===== config.mk =====
export PLATFORM = sky130hd
export DESIGN_NAME = smf_top
export DESIGN_NICKNAME = d
export VERILOG_FILES = /design/src/rtl/smf_pkg.sv /design/src/rtl/smf_cong_chan.sv /design/src/rtl/smf_top.sv
export SDC_FILE = /design/constraint.sdc
export NUM_CORES = 1
export LEC_CHECK = 0
export BUFFER_PORTS_ARGS = -buffer_cell sky130_fd_sc_hd__buf_2
export CORE_UTILIZATION = 35
export DETAILED_ROUTE_END_ITERATION = 8
export GPL_TIMING_DRIVEN = 1
export HOLD_SLACK_MARGIN = 0.02
export PLACE_DENSITY = 0.59
export SYNTH_ARGS = -nofsm -noshare
export SYNTH_HDL_FRONTEND = slang
export SYNTH_SLANG_ARGS = --single-unit

===== constraint.sdc =====
create_clock -name i_clk_sys -period 4.3 [get_ports i_clk_sys]
set_input_delay 0.43 -clock i_clk_sys [delete_from_list [all_inputs] [get_ports i_clk_sys]]
set_output_delay 0.43 -clock i_clk_sys [all_outputs]
set_load 0.005 [all_outputs]

===== src/rtl/smf_pkg.sv =====
// Constants, codes and types for the sideband multicast/flow-control block
// Assumes one 40 MHz system clock; shared by the top and the channel timer
package smf_pkg;
  localparam int unsigned CLK_HZ = 40_000_000;
  localparam int unsigned NUM_CHAN = 4;
  localparam int unsigned MC_ENTRIES = 2;
  localparam int unsigned MAC_W = 48;
  localparam int unsigned MAC_IG_BIT = 40;

  // Command types; responses carry the same code with the top bit set
  localparam logic [7:0] CMD_GMC_EN = 8'h12;
  localparam logic [7:0] CMD_GMC_DIS = 8'h13;
  localparam logic [7:0] CMD_SET_FC = 8'h14;
  localparam logic [7:0] CMD_GET_VER = 8'h15;
  localparam logic [7:0] RSP_FLAG = 8'h80;
  localparam logic [4:0] CHAN_PKG = 5'h1F;

  // Flow control enable values
  localparam logic [7:0] FC_OFF = 8'h00;
  localparam logic [7:0] FC_GEN = 8'h01;
  localparam logic [7:0] FC_HONOR = 8'h02;
  localparam logic [7:0] FC_BOTH = 8'h03;

  // Response and reason codes
  localparam logic [15:0] RSP_COMPLETED = 16'h0000;
  localparam logic [15:0] RSP_FAILED = 16'h0001;
  localparam logic [15:0] RSP_UNSUPPORTED = 16'h0003;
  localparam logic [15:0] RSN_NONE = 16'h0000;
  localparam logic [15:0] RSN_PARAM = 16'h0002;
  localparam logic [15:0] RSN_FC_INDEP = 16'h1409;
  localparam logic [15:0] RSN_UNKNOWN = 16'h7FFF;

  // Capabilities of this build
  localparam logic CAP_MCAST_ALL = 1'b1;
  localparam logic CAP_FC_INDEP = 1'b0;

  // Packet byte layout
  localparam int unsigned HDR_LAST = 15;
  localparam int unsigned CMD_CKSUM_FIRST = 16;
  localparam int unsigned CMD_PAD_FIRST = 20;
  localparam int unsigned CMD_ARG_FIRST = 16;
  localparam int unsigned RSP_CODE_FIRST = 16;
  localparam int unsigned RSP_CKSUM_FIRST = 20;
  localparam int unsigned RSP_PAD_FIRST = 24;
  localparam int unsigned PAD_LAST = 45;

  // Congestion pause limit
  localparam int unsigned CONG_PAUSE_LIMIT_MS = 100;
  localparam int unsigned CONG_LIMIT_CYC = CONG_PAUSE_LIMIT_MS * (CLK_HZ / 1000);

  // APB register map
  localparam logic [11:0] REG_CTRL = 12'h000;
  localparam logic [11:0] REG_STAT = 12'h004;
  localparam logic [11:0] REG_PKG = 12'h008;
  localparam int unsigned CTRL_MCALL_BIT = 0;
  localparam int unsigned STAT_FC_LSB = 0;
  localparam int unsigned STAT_XOFF_BIT = 2;
  localparam int unsigned STAT_PEND_BIT = 3;
  localparam int unsigned STAT_REQ_LSB = 4;
  localparam logic CTRL_MCALL_RST = 1'b0;
  localparam logic [1:0] FC_MODE_RST = 2'h0;
  localparam logic [2:0] PKG_ID_RST = 3'h0;

  typedef enum logic [1:0] {
    CG_IDLE = 2'b00,
    CG_XOFF = 2'b01,
    CG_HOLD = 2'b10
  } smf_cong_t;
endpackage


===== src/rtl/smf_cong_chan.sv =====
// Per-channel congestion timer driving the XOFF request
// Assumes congestion input is synchronous to i_clk_sys
`timescale 1ns/1ps
module smf_cong_chan #(
  parameter int unsigned LIMIT_CYC = smf_pkg::CONG_LIMIT_CYC
) (
  input  wire logic i_clk_sys,
  input  wire logic i_reset_n,
  input  wire logic i_gen_en,
  input  wire logic i_cong,
  output logic      o_xoff_req,
  output logic      o_init
);
  import smf_pkg::*;

  smf_cong_t   state_q;
  logic [31:0] cnt_q;
  logic        armed_q;
  logic        cnt_end;
  logic [31:0] xoff_run_q;

  assign cnt_end = (cnt_q == LIMIT_CYC - 1);
  assign o_xoff_req = (state_q == CG_XOFF);

  always_ff @(posedge i_clk_sys or negedge i_reset_n) begin
    if (!i_reset_n) begin
      state_q <= CG_IDLE;
    end else begin
      case (state_q)
        CG_IDLE: begin
          if (i_gen_en && i_cong && armed_q && !o_init) begin
            state_q <= CG_XOFF;
          end
        end
        CG_XOFF: begin
          if (!i_gen_en || !i_cong) begin
            state_q <= CG_IDLE;
          end else if (cnt_end) begin
            state_q <= CG_HOLD;
          end
        end
        CG_HOLD: begin
          if (!i_gen_en || !i_cong || cnt_end) begin
            state_q <= CG_IDLE;
          end
        end
        default: state_q <= CG_IDLE;
      endcase
    end
  end

  always_ff @(posedge i_clk_sys or negedge i_reset_n) begin
    if (!i_reset_n) begin
      cnt_q <= 32'h0000_0000;
    end else if (state_q == CG_IDLE || cnt_end) begin
      cnt_q <= 32'h0000_0000;
    end else begin
      cnt_q <= cnt_q + 32'h0000_0001;
    end
  end

  // Re-arm only once congestion clears, so a stuck channel stays quiet
  always_ff @(posedge i_clk_sys or negedge i_reset_n) begin
    if (!i_reset_n) begin
      armed_q <= 1'b1;
      o_init <= 1'b0;
    end else begin
      o_init <= (state_q == CG_HOLD) && i_gen_en && i_cong && cnt_end;
      if (o_init) begin
        armed_q <= 1'b0;
      end else if (!i_cong) begin
        armed_q <= 1'b1;
      end
    end
  end

  // Request run length, counted apart from the interval timer
  always_ff @(posedge i_clk_sys or negedge i_reset_n) begin
    if (!i_reset_n) begin
      xoff_run_q <= 32'h0000_0000;
    end else if (o_xoff_req) begin
      xoff_run_q <= xoff_run_q + 32'h0000_0001;
    end else begin
      xoff_run_q <= 32'h0000_0000;
    end
  end
endmodule


===== src/rtl/smf_top.sv =====
// Sideband command handler: global multicast filter and flow control
// Assumes an upstream parser that flags checksum and identifier errors,
// a response builder downstream, and an APB master for local registers
//
// Functional notes
// - Global accept forwards every multicast frame
// - Multicast commands exist only with accept-all
// - Otherwise multicast passes only on enabled match
// - Disable command: header, checksum, then padding
// - Disable command answered with its response type
// - Response: header, codes, checksum, padding
// - Flow control addressed to package, channel 0x1F
// - Congested channel requests XOFF one limit interval
// - Still congested after second interval: reinit
// - Package XOFF while any channel requests it
// - Flow control independent of package arbitration
// - Flow enable in low byte, upper reserved
// - Zero disables flow control; 4+ reserved
// - Values 1,2,3 select generate, honour, both
// - Valid flow control command always answered
// - Joint-only build rejects one-way request
// - Version query: header, checksum, padding
`timescale 1ns/1ps
module smf_top #(
  parameter int unsigned CONG_LIMIT_CYC = smf_pkg::CONG_LIMIT_CYC
) (
  input  wire logic                                         i_clk_sys,
  input  wire logic                                         i_reset_n,
  input  wire logic                                         i_psel,
  input  wire logic                                         i_penable,
  input  wire logic                                         i_pwrite,
  input  wire logic [11:0]                                  i_paddr,
  input  wire logic [31:0]                                  i_pwdata,
  output logic [31:0]                                       o_prdata,
  output logic                                              o_pready,
  output logic                                              o_pslverr,
  input  wire logic                                         i_cmd_valid,
  output logic                                              o_cmd_ready,
  input  wire logic [7:0]                                   i_cmd_type,
  input  wire logic [7:0]                                   i_cmd_chan_id,
  input  wire logic [31:0]                                  i_cmd_word,
  input  wire logic                                         i_cmd_err,
  output logic                                              o_rsp_valid,
  input  wire logic                                         i_rsp_ready,
  output logic [7:0]                                        o_rsp_type,
  output logic [15:0]                                       o_rsp_code,
  output logic [15:0]                                       o_rsp_reason,
  input  wire logic                                         i_frm_valid,
  input  wire logic [smf_pkg::MAC_W-1:0]                    i_frm_dst,
  input  wire logic [smf_pkg::MC_ENTRIES-1:0]               i_mcf_en,
  input  wire logic [smf_pkg::MC_ENTRIES*smf_pkg::MAC_W-1:0] i_mcf_addr,
  output logic                                              o_frm_valid,
  output logic                                              o_frm_fwd,
  input  wire logic [smf_pkg::NUM_CHAN-1:0]                 i_chan_cong,
  output logic                                              o_xoff_gen,
  output logic                                              o_pause_honor,
  output logic [smf_pkg::NUM_CHAN-1:0]                      o_chan_init
);
  import smf_pkg::*;

  logic                  mcast_all_q;
  logic [1:0]            fc_mode_q;
  logic [2:0]            pkg_id_q;
  logic                  take;
  logic                  drop;
  logic                  fc_addr_ok;
  logic [7:0]            fc_en;
  logic [15:0]           code_d;
  logic [15:0]           rsn_d;
  logic                  mc_set;
  logic                  mc_val;
  logic                  fc_set;
  logic [MC_ENTRIES-1:0] mc_hit;
  logic                  frm_is_mc;
  logic [NUM_CHAN-1:0]   chan_req;
  logic                  apb_wr;
  logic                  apb_setup;
  logic                  addr_hit;
  logic [31:0]           rdata_d;

  // Command intake; one response outstanding at a time
  assign o_cmd_ready = !o_rsp_valid;
  assign take = i_cmd_valid && o_cmd_ready;
  assign fc_addr_ok = (i_cmd_chan_id[4:0] == CHAN_PKG) && (i_cmd_chan_id[7:5] == pkg_id_q);
  // Silently dropped commands produce no response at all
  assign drop = i_cmd_err || ((i_cmd_type == CMD_SET_FC) && !fc_addr_ok);
  assign fc_en = i_cmd_word[7:0];

  always_comb begin
    code_d = RSP_COMPLETED;
    rsn_d = RSN_NONE;
    mc_set = 1'b0;
    mc_val = 1'b0;
    fc_set = 1'b0;
    case (i_cmd_type)
      CMD_GMC_EN, CMD_GMC_DIS: begin
        if (CAP_MCAST_ALL) begin
          mc_set = 1'b1;
          mc_val = (i_cmd_type == CMD_GMC_DIS);
        end else begin
          code_d = RSP_UNSUPPORTED;
          rsn_d = RSN_UNKNOWN;
        end
      end
      CMD_SET_FC: begin
        if (fc_en > FC_BOTH) begin
          code_d = RSP_FAILED;
          rsn_d = RSN_PARAM;
        end else if (!CAP_FC_INDEP && (fc_en == FC_GEN || fc_en == FC_HONOR)) begin
          code_d = RSP_FAILED;
          rsn_d = RSN_FC_INDEP;
        end else begin
          fc_set = 1'b1;
        end
      end
      CMD_GET_VER: begin
        code_d = RSP_COMPLETED;
      end
      default: begin
        code_d = RSP_UNSUPPORTED;
        rsn_d = RSN_UNKNOWN;
      end
    endcase
  end

  // Response fields held until the builder takes them
  always_ff @(posedge i_clk_sys or negedge i_reset_n) begin
    if (!i_reset_n) begin
      o_rsp_valid <= 1'b0;
      o_rsp_type <= 8'h00;
      o_rsp_code <= 16'h0000;
      o_rsp_reason <= 16'h0000;
    end else if (take && !drop) begin
      o_rsp_valid <= 1'b1;
      o_rsp_type <= i_cmd_type | RSP_FLAG;
      o_rsp_code <= code_d;
      o_rsp_reason <= rsn_d;
    end else if (o_rsp_valid && i_rsp_ready) begin
      o_rsp_valid <= 1'b0;
    end
  end

  // APB slave, zero wait states
  assign apb_setup = i_psel && !i_penable;
  assign apb_wr = i_psel && i_penable && i_pwrite;
  assign addr_hit = (i_paddr == REG_CTRL) || (i_paddr == REG_STAT) || (i_paddr == REG_PKG);
  assign o_pready = 1'b1;
  assign o_pslverr = i_psel && i_penable && !addr_hit;

  always_comb begin
    rdata_d = 32'h0000_0000;
    case (i_paddr)
      REG_CTRL: rdata_d[CTRL_MCALL_BIT] = mcast_all_q;
      REG_STAT: begin
        rdata_d[STAT_FC_LSB +: 2] = fc_mode_q;
        rdata_d[STAT_XOFF_BIT] = o_xoff_gen;
        rdata_d[STAT_PEND_BIT] = o_rsp_valid;
        rdata_d[STAT_REQ_LSB +: NUM_CHAN] = chan_req;
      end
      REG_PKG: rdata_d[2:0] = pkg_id_q;
      default: rdata_d = 32'h0000_0000;
    endcase
  end

  always_ff @(posedge i_clk_sys or negedge i_reset_n) begin
    if (!i_reset_n) begin
      o_prdata <= 32'h0000_0000;
    end else if (apb_setup) begin
      o_prdata <= rdata_d;
    end
  end

  always_ff @(posedge i_clk_sys or negedge i_reset_n) begin
    if (!i_reset_n) begin
      pkg_id_q <= PKG_ID_RST;
    end else if (apb_wr && i_paddr == REG_PKG) begin
      pkg_id_q <= i_pwdata[2:0];
    end
  end

  // A command beats a same-cycle software write
  always_ff @(posedge i_clk_sys or negedge i_reset_n) begin
    if (!i_reset_n) begin
      mcast_all_q <= CTRL_MCALL_RST;
    end else if (take && !drop && mc_set) begin
      mcast_all_q <= mc_val;
    end else if (apb_wr && i_paddr == REG_CTRL) begin
      mcast_all_q <= i_pwdata[CTRL_MCALL_BIT];
    end
  end

  always_ff @(posedge i_clk_sys or negedge i_reset_n) begin
    if (!i_reset_n) begin
      fc_mode_q <= FC_MODE_RST;
    end else if (take && !drop && fc_set) begin
      fc_mode_q <= fc_en[1:0];
    end
  end

  // Multicast filter against the address table
  assign frm_is_mc = i_frm_dst[MAC_IG_BIT];

  for (genvar gi = 0; gi < MC_ENTRIES; gi++) begin : g_mcf
    assign mc_hit[gi] = i_mcf_en[gi] && (i_mcf_addr[gi*MAC_W +: MAC_W] == i_frm_dst);
  end

  always_ff @(posedge i_clk_sys or negedge i_reset_n) begin
    if (!i_reset_n) begin
      o_frm_valid <= 1'b0;
      o_frm_fwd <= 1'b0;
    end else begin
      o_frm_valid <= i_frm_valid;
      o_frm_fwd <= i_frm_valid && (!frm_is_mc || mcast_all_q || (|mc_hit));
    end
  end

  // Per-channel timers; no arbitration state feeds them
  for (genvar gc = 0; gc < NUM_CHAN; gc++) begin : g_chan
    smf_cong_chan #(
      .LIMIT_CYC (CONG_LIMIT_CYC)
    ) u_cong (
      .i_clk_sys  (i_clk_sys),
      .i_reset_n  (i_reset_n),
      .i_gen_en   (fc_mode_q[0]),
      .i_cong     (i_chan_cong[gc]),
      .o_xoff_req (chan_req[gc]),
      .o_init     (o_chan_init[gc])
    );
  end

  always_ff @(posedge i_clk_sys or negedge i_reset_n) begin
    if (!i_reset_n) begin
      o_xoff_gen <= 1'b0;
      o_pause_honor <= 1'b0;
    end else begin
      o_xoff_gen <= fc_mode_q[0] && (|chan_req);
      o_pause_honor <= fc_mode_q[1];
    end
  end
endmodule


==> impl_metrics.toml, run 1 <==
[outcome]
outcome = "finished, final reports clean"

[cts]
cts_root_buf = "clkbuf_16"
cts-htree-levels = 4
clockBufferDepth = 2
insertion_delay_ps = 430
post_cts_buffers = 0
holdBufCountCts = 0
numClockSinks = 175
clkTransAtPathRegs_ps = 70
cts_made_buffers = 17
cts_resized = 0
cts_tree = "built"

[power]
power_density_nw_per_um2 = 326
ir_worst_vdd_uv = 241
totalPowerFinal_mw = 3.85
leakage_nw = 5.47

[place]
hpwl_mm = 19.8
dp_cells = 1619
place_ws_ps = 1670
io_buffers = 241
place.gp.congestion = 0.919
place_area_sq_um = 11200

[synthesis]
ys_seq_area_share_pct = 44.3
syn_inst = 1035
synth_area_sq_um = 9890
yosysWarnings = 0
ys_async_sr_fraction_pct = 100
synth-seq-cells = 175
synth_edf_count = 0
yosysUniqueCellTypes = 54
synth.avg_cell_area_sq_um = 9.55
synth_flop_cell = "dfrtp_1"

[detailed_routing]
routed_wl_mm = 25.8
wl_per_cell_microns = 15.6
drc = 0
viasPerCell = 4.73
ant_nets = 0
drtIter0Drc = 438
first_pass_iters = 5
num_vias = 7802

[die]
dieHeight_microns = 170
rows = 61
pin_count = 335
die-area_sq_um = 28900
core_area_sq_um = 27800
fp.dieW_microns = 170
initial_utilization_pct = 35.6

[setup_path]
required_ps = 4600
cp-start-kind = "flip-flop"
critical_path_class = "reg2reg"
crit_arrival_ps = 2630
endpoint_kind = "flip-flop"
critPathMaxFanout = 32

[sta]
setup_viol = 0
clock.fmax_mhz = 430
slew_headroom_pct = 40.6
grt_setup_unrepaired = "false"
hold-worst-slack_ps = 62.2
final_max_slew_viol_count = 0
worst_pin_slew_ps = 884
finalCritPeriodShare_pct = 54.0
hold_viol_final = 0
tns_ps = 0
fin_ws_ps = 1980
period_minus_slack_ps = 2320
finalClockSkew_ps = 13.2

[global_route]
track_usage_pct = 18.5
antenna_found_initial = 1
grt_max_degree = 90
first_global_vias = 7669
overflow = 0
grt_pass1_wl_mm = 41.0

[cells_and_area]
n_antenna_cell = 0
area_growth_pct = 19.6
drive_above_1_share_pct = 24.0
post-route-util_pct = 42.6
finalNetCount = 1515
final_area_sq_um = 11800
instances_no_fill = 1651

[hold_path]
hp-class = "in2async"

[flow_run]
cap_violations = 0
-- placed cells by master (no fill, tap or decap), types with 3 or more instances in the layout --
cell / Yosys / final
dfrtp_1: 171 / 171
bufinv_16: 0 / 4
ha_1: 4 / 4
a21oi_1: 7 / 7
inv_1: 32 / 32
nor2_1: 174 / 174
xor2_1: 119 / 119
a22oi_1: 6 / 6
nor3_1: 9 / 9
nor4_1: 36 / 36
o311ai_0: 3 / 3
conb_1: 2 / 40
xnor2_1: 89 / 89
and4_1: 19 / 19
o2bb2ai_1: 4 / 4
and2_1: 7 / 7
o21ai_0: 6 / 6
nand2_1: 84 / 84
clkbuf_16: 0 / 17
or3_4: 3 / 3
o31ai_1: 5 / 5
nor4b_1: 9 / 9
mux2_2: 10 / 10
mux2i_1: 6 / 6
dfstp_2: 4 / 4
nand2b_1: 5 / 5
and3_1: 27 / 27
o21ai_2: 3 / 3
nand4_1: 30 / 30
nand3_1: 48 / 48
nor2b_1: 9 / 9
inv_6: 0 / 4
buf_2: 1 / 240
-- Yosys cell counts (all sizes together) (2+ instances only) --
cell type	number	area share (%)
xnor2	89	7.9
a21oi	7	0.35
or3	5	0.47
inv	32	1.2
conb	2	0.076
dfstp	4	1.1
o21ai	11	0.90
mux2i	6	0.61
dfrtp	171	43
a22oi	6	0.46
nand4	31	2.0
nand2b	5	0.32
nor4b	10	1.0
ha	4	0.51
a222oi	2	0.20
and3	27	1.7
nor4	36	2.3
mux2	10	1.1
o31ai	5	0.38
o2bb2ai	4	0.35
and2	7	0.44
nor3	10	0.62
buf	72	5.7
nand2	86	3.3
o221ai	2	0.18
and4	19	1.7
clkbuf	4	0.18
nor2b	9	0.57
xor2	119	11
a2111oi	2	0.18
nand3	49	2.5
o22ai	2	0.13
nor2	176	6.7
o311ai	3	0.27
-- sequential cells by signal (all words and copies together), names as in the netlist --
name                   cells
o_prdata                   8
o_xoff_gen                 1
o_frm_valid                1
fc_mode_q                  2
pkg_id_q                   3
o_rsp_reason               3
g_chan.u_cong.armed_q      4
o_rsp_valid                1
o_frm_fwd                  1
g_chan.u_cong.state_q      8
mcast_all_q                1
o_pause_honor              1
g_chan.u_cong.cnt_q      128
o_rsp_code                 1
o_rsp_type                 8
g_chan.u_cong.o_init       4
-- logic make-up after synthesis --
| family | after synthesis | synth area share, % |
|---|---|---|
| and+or+nand+nor | 475 | 24.2 |
| xor gates and xnor gates | 208 | 18.4 |
| DFF | 175 | 44.3 |
| buffers and inverters | 108 | 7.06 |
| AOI/OAI and AO/OA | 47 | 3.68 |
| muxes | 16 | 1.75 |
| adders and majority gates | 4 | 0.506 |
| other | 2 | 0.0760 |
-- worst max-delay path: stages (launching register included) --
cell     delay [ps]
dfrtp_1         390
ha_1            200
nand3_1         180
nor2_2          330
nand2_1         140
or3_4           440
o21ai_2          70
buf_4           340
nor2_1          100
-- routing by layer --
layer  wire, microns  global-route usage (%)  vias to the layer above  part of all wire, %
met4             210                    3.37                        2                 0.81
met5              17                       0                        -                0.066
met2           11100                    27.5                      193                   43
li1                -                       -                     3852                    -
met3            1600                    4.91                       21                  6.2
met1           12800                    26.8                     3734                   50
-- layout make-up --
type	instances	area [sq um]
tap	378	473
multi-input combinational	790	4950
clock buffer	17	425
sequential	175	4380
fill	2745	16000
timing repair buffer	244	1250
inverter	32	120
clock inverter	15	226
-- power by group --
group	leakage, nW	internal (mW)	switching, mW	total [mW]
combinational	2.80	0.190	0.239	0.428
clock	0.312	0.996	0.706	1.70
sequential	2.36	1.68	0.0411	1.72
-- worst paths after layout --
path	slack, ps	depth (start not counted)	endpoint	from
min in group i_clk_sys	150	2	g_chan[2].u_cong.armed_q$_DFFE_PN1P_	i_chan_cong[2]
max	1980	8	g_chan[3].u_cong.cnt_q[11]$_DFF_PN0_	g_chan[3].u_cong.cnt_q[0]$_DFF_PN0_
max reg2reg	1980	8	g_chan[3].u_cong.cnt_q[11]$_DFF_PN0_	g_chan[3].u_cong.cnt_q[0]$_DFF_PN0_
max in group asynchronous	3250	2	g_chan[3].u_cong.armed_q$_DFFE_PN1P_	i_reset_n
min	60	1	o_prdata[5]$_DFFE_PN0P_	i_reset_n
min reg2reg	440	1	g_chan[3].u_cong.armed_q$_DFFE_PN1P_	g_chan[3].u_cong.o_init$_DFF_PN0_
Power figures use the tool's default switching activity.
==> run 2, diff against run 1 <==
--- a/config.mk
+++ b/config.mk
@@ -10,7 +10,7 @@
 export DETAILED_ROUTE_END_ITERATION = 8
 export GPL_TIMING_DRIVEN = 1
 export HOLD_SLACK_MARGIN = 0.02
-export PLACE_DENSITY = 0.59
+export PLACE_DENSITY = 0.61
 export SYNTH_ARGS = -nofsm -noshare
 export SYNTH_HDL_FRONTEND = slang
 export SYNTH_SLANG_ARGS = --single-unit
==> constraint.sdc (replaced) <==
create_clock -name i_clk_sys -period 1.97 [get_ports i_clk_sys]
set_input_delay 0.197 -clock i_clk_sys [delete_from_list [all_inputs] [get_ports i_clk_sys]]
set_output_delay 0.197 -clock i_clk_sys [all_outputs]
set_load 0.005 [all_outputs]
==> run 2 against run 1 <==
  * The run now ends with design-rule violations left
  * Clock power rose by 99%
  * Non-clock buffer count rose by 51
  * Final cell count rose by 3.1%
  * Critical path type unchanged
  * Largest cell class unchanged
==> impl_metrics.toml, run 2 (synthesized netlist as in run 1, its figures left out) <==
[sta]
setup_viol = 0
clock.fmax_mhz = 526
period_minus_slack_ps = 1900
finalClockSkew_ps = 13.4
slew_headroom_pct = 59.3
worst_pin_slew_ps = 604
finalCritPeriodShare_pct = 96.5
final_max_slew_viol_count = 0
hold_viol_final = 0

[detailed_routing]
drc = 4
viasPerCell = 4.73
drtIter0Drc = 419
first_pass_iters = 8
wl_per_cell_microns = 15.1
num_vias = 8052
routed_wl_mm = 25.7
ant_nets = 0

[cells_and_area]
post-route-util_pct = 44.3
largest_reg_flops = 128
multiInputGateArea_sq_um = 4970
regArea_sq_um = 4380
nFillCells = 2759
layout_common_cells = "buf_2, nor2_1, dfrtp_1"
n_antenna_cell = 0
finalNetCount = 1566
final_common_cell = "buf_2"
area_growth_pct = 24.6
top_register = "g_chan.u_cong.cnt_q"
drive_above_1_share_pct = 26.5

[global_route]
overflow = 0
grt_use_met2_pct = 27.7
grt_pass1_wl_mm = 41.1
first_global_vias = 7936
track_usage_pct = 18.5
grt_busiest_layer = "met2"
grtUsageMet3_pct = 4.23
grt_util_met1_pct = 26.1
grt_max_degree = 56
antenna_found_initial = 0

[setup_path]
ff2ff_path_depth = 6
worstReg2RegStart = "g_chan[2].u_cong.cnt_q[10]$_DFF_PN0_"
endpoint_kind = "flip-flop"
critical_path_class = "reg2reg"
cp-start-kind = "flip-flop"
critPathMaxFanout = 3
rrSetupSlack_ps = 70
crit_chain = "nor4b_1 -> nand3_1 -> or3_4 -> buf_4 -> a22oi_1 -> nor3_1"
r2r-end = "g_chan[2].u_cong.state_q[0]$_DFFE_PN0P_"
cp_slowest_cell = "nor4b_1"
required_ps = 2280
crit_arrival_ps = 2210
critPathMaxStageDelay_ps = 470

[hold_path]
holdCritStartpoint = "i_cmd_type[3]"
hold_path_depth = 2
holdPathEnd = "o_rsp_type[3]$_DFFE_PN0P_"
hp-class = "in2reg"

[die]
fp.dieW_microns = 170
initial_utilization_pct = 35.6
pin_count = 335
die-area_sq_um = 28900
rows = 61
core_area_sq_um = 27800
dieHeight_microns = 170

[place]
hpwl_mm = 20.1
io_buffers = 241
place.gp.congestion = 0.900

[cts]
cts-htree-levels = 4
cts_tree = "built"
clockBufferDepth = 2
clkTransAtPathRegs_ps = 80
numClockSinks = 175
cts_made_buffers = 17
insertion_delay_ps = 430
cts_root_buf = "clkbuf_16"

[power]
leakage_nw = 5.75
power_density_nw_per_um2 = 664
totalPowerFinal_mw = 8.18
ir_worst_vdd_uv = 560

[outcome]
violations = "design-rule violations"
outcome = "finished, violations left"

[flow_run]
cap_violations = 0
run 2: cell count changes in the layout (fill, tap and decap cells not counted), sizes merged:
| cell | before | now |
|---|---|---|
| buf | 244 | 284 |
| dlygate4sd3 | 0 | 10 |
| bufinv | 4 | 1 |
| inv | 38 | 41 |
| clkbuf | 17 | 18 |
| clkinv | 3 | 4 |
| clkinvlp | 2 | 1 |
run 2: worst max-delay path by stage:
stage,slack [ps],startpoint,end
finish,70,g_chan[2].u_cong.cnt_q[10]$_DFF_PN0_,g_chan[2].u_cong.state_q[0]$_DFFE_PN0P_
global route,-30,g_chan[3].u_cong.cnt_q[0]$_DFF_PN0_,g_chan[3].u_cong.cnt_q[19]$_DFF_PN0_
CTS,60,g_chan[2].u_cong.cnt_q[0]$_DFF_PN0_,g_chan[2].u_cong.state_q[0]$_DFFE_PN0P_
detailed placement,50,i_cmd_type[5],fc_mode_q[1]$_DFFE_PN0P_
global placement,40,i_cmd_type[5],fc_mode_q[1]$_DFFE_PN0P_
floorplan,120,g_chan[3].u_cong.cnt_q[0]$_DFF_PN0_,g_chan[3].u_cong.cnt_q[26]$_DFF_PN0_
run 2: cell type report:
type | count | area share, %
multi-input cells | 790 | 40.4
flip-flops and latches | 175 | 35.6
repair buffers | 295 | 14.4
well taps | 378 | 3.84
clock buffers | 17 | 3.45
clock inverters | 15 | 1.37
inverters | 32 | 0.975
run 2: critical path: cells and delay by family, from the launching register on:
family	cells	cell delay, ps
DFF	1	410
AOI/OAI and AO/OA	1	180
and+or+nand+nor	4	1040
buffers and inverters	1	160
run 2: per-layer routing:
| layer | share of wire (%) | vias to the layer above |
|---|---|---|
| met5 | 0 | - |
| met1 | 49 | 3849 |
| met2 | 43 | 206 |
| met3 | 5.4 | 41 |
| met4 | 2.2 | 0 |
| li1 | - | 3956 |
run 2: metrics by stage:
step,instances,area (sq um),worst slack [ps],TNS (ps),hold slack (ps)
after CTS,1697,12200,61.0,0,27.0
final,1702,12300,69.0,0,36.5
after global routing,1702,12300,-34.5,-514,25.6
after global placement,1655,11500,35.7,0,196
after detailed placement,1655,11500,45.8,0,196
after floorplan,1073,10000,116,0,-98.6
run 2: where the power goes:
group / switching [mW] / leakage (nW) / internal (mW) / total [mW]
Combinational: 0.541 / 3.10 / 0.498 / 1.04
Sequential: 0.0756 / 2.36 / 3.67 / 3.75
Clock: 1.58 / 0.292 / 1.82 / 3.39
run 2: what timing repair did:
action,4_1_cts,5_1_grt
hold endpoints to repair,55,0
buffers inserted,0,3
hold buffers,10,0
setup endpoints to repair,0,68
gates resized for setup,0,6
==> run 3, diff against run 2 <==
--- a/config.mk
+++ b/config.mk
@@ -11,6 +11,7 @@
 export GPL_TIMING_DRIVEN = 1
 export HOLD_SLACK_MARGIN = 0.02
 export PLACE_DENSITY = 0.61
+export RECOVER_POWER = 50
 export SYNTH_ARGS = -nofsm -noshare
 export SYNTH_HDL_FRONTEND = slang
 export SYNTH_SLANG_ARGS = --single-unit
==> run 3 against run 2 <==
  * The run still ends with design-rule violations left
  * Highest routed layer unchanged
  * Critical endpoint is now g_chan[3].u_cong.cnt_q[14]$_DFF_PN0_
  * Flip-flop and latch count did not move
  * Die area unchanged
  * Hold slack worse by 1.0 ps
  * Setup slack better by 30 ps
  * Count of clock-buffer cells in the layout stayed put
  * Clock power is essentially flat
  * Final cell count did not move
  * Via count hardly changed
  * Critical path depth grew 2
==> impl_metrics.toml, run 3 (synthesized netlist as in run 1, its figures left out) <==
[die]
core_area_sq_um = 27800
dieHeight_microns = 170
initial_utilization_pct = 35.6
pin_count = 335
die-area_sq_um = 28900
rows = 61
fp.dieW_microns = 170

[global_route]
first_global_vias = 7936
track_usage_pct = 18.5
overflow = 0
grt_max_degree = 56
antenna_found_initial = 0
grt_pass1_wl_mm = 41.1

[power]
ir_worst_vdd_uv = 560
power_density_nw_per_um2 = 666
leakage_nw = 5.73
totalPowerFinal_mw = 8.18

[cells_and_area]
final_area_sq_um = 12300
post-route-util_pct = 44.2
nFillCells = 2761
finalNetCount = 1566
instances_no_fill = 1702
final_common_cell = "buf_2"
largest_reg_flops = 128
area_growth_pct = 24.3
regArea_sq_um = 4380
layout_common_cells = "buf_2, nor2_1, dfrtp_1"
multiInputGateArea_sq_um = 4970
drive_above_1_share_pct = 26.0
n_antenna_cell = 0
top_register = "g_chan.u_cong.cnt_q"

[detailed_routing]
routed_wl_mm = 25.7
num_vias = 8058
viasPerCell = 4.73
drc = 2
drtIter0Drc = 433
wl_per_cell_microns = 15.1
first_pass_iters = 9
ant_nets = 0

[place]
dp_cells = 1655
hpwl_mm = 20.1
place_area_sq_um = 11500
io_buffers = 241
place.gp.congestion = 0.900

[setup_path]
cp_num_buf_inv = 1
crit_arrival_ps = 2190
critical_path_class = "reg2reg"
cp-start-kind = "flip-flop"
r2r-end = "g_chan[3].u_cong.cnt_q[14]$_DFF_PN0_"
critPathMaxStageDelay_ps = 440
cp_slowest_cell = "or3_4"
endpoint_kind = "flip-flop"
critPathMaxFanout = 16
crit_chain = "ha_1 -> nand3_1 -> nor2_2 -> nand2_1 -> or3_4 -> o21ai_4 -> buf_12 -> nor2_1"
required_ps = 2290
rrSetupSlack_ps = 100
path_delay_family = "simple AND/OR/NAND/NOR gates"
ff2ff_path_depth = 8
worstReg2RegStart = "g_chan[3].u_cong.cnt_q[0]$_DFF_PN0_"

[hold_path]
holdPathEnd = "o_rsp_type[3]$_DFFE_PN0P_"
hold_path_depth = 2
hp-class = "in2reg"
holdCritStartpoint = "i_cmd_type[3]"

[sta]
setup_viol = 0
finalCritPeriodShare_pct = 95.0
finalClockSkew_ps = 14.0
tns_ps = 0
final_max_slew_viol_count = 0
period_minus_slack_ps = 1870
clock.fmax_mhz = 534
hold_viol_final = 0
slew_headroom_pct = 10.2
worst_pin_slew_ps = 1350

[flow_run]
cap_violations = 0

[outcome]
outcome = "finished, violations left"
violations = "design-rule violations"

[cts]
cts_tree = "built"
clockBufferDepth = 2
cts-htree-levels = 4
cts_root_buf = "clkbuf_16"
insertion_delay_ps = 430
cts_made_buffers = 17
numClockSinks = 175
clkTransAtPathRegs_ps = 80
## run 3: metrics by stage
| stage | worst slack [ps] | hold slack (ps) |
|---|---|---|
| floorplan | 116 | -98.6 |
| global placement | 35.7 | 196 |
| detailed placement | 45.8 | 196 |
| CTS | 61.0 | 27.0 |
| global route | -34.5 | 25.6 |
| finish | 98.6 | 35.5 |
## run 3: worst max path at each step
stage / from / end / depth (start not counted)
floorplan: g_chan[3].u_cong.cnt_q[0]$_DFF_PN0_ / g_chan[3].u_cong.cnt_q[26]$_DFF_PN0_ / 8
global placement: i_cmd_type[5] / fc_mode_q[1]$_DFFE_PN0P_ / 8
detailed placement: i_cmd_type[5] / fc_mode_q[1]$_DFFE_PN0P_ / 8
CTS: g_chan[2].u_cong.cnt_q[0]$_DFF_PN0_ / g_chan[2].u_cong.state_q[0]$_DFFE_PN0P_ / 8
global route: g_chan[3].u_cong.cnt_q[0]$_DFF_PN0_ / g_chan[3].u_cong.cnt_q[19]$_DFF_PN0_ / 8
finish: g_chan[3].u_cong.cnt_q[0]$_DFF_PN0_ / g_chan[3].u_cong.cnt_q[14]$_DFF_PN0_ / 8
## run 3: timing repair
action                                  in CTS  in global routing
endpoints found under the hold margin       55                  0
gates resized for setup                      0                  6
endpoints found under the setup margin       0                 68
hold buffers                                10                  0
setup buffers                                0                  3
## run 3: metal layers
metal / part of all wire, % / wire length, microns / up-vias / track usage, %
li1: - / - / 3964 / -
met3: 5.7 / 1460 / 43 / 4.23
met4: 2.2 / 564 / 0 / 6.07
met5: 0 / 0 / - / 0
met1: 49 / 12600 / 3841 / 26.1
met2: 43 / 11100 / 210 / 27.7
## run 3: cell type report
type | instances | area share, %
inverter | 32 | 0.978
multi-input combinational | 790 | 40.5
clock buffer | 17 | 3.46
timing repair buffer | 295 | 14.2
sequential | 175 | 35.7
tap | 378 | 3.85
clock inverter | 15 | 1.37
## run 3: report_power, final
group / switching [mW] / internal (mW)
sequential: 0.0751 / 3.67
clock: 1.58 / 1.82
combinational: 0.541 / 0.492
total: 2.20 / 5.98
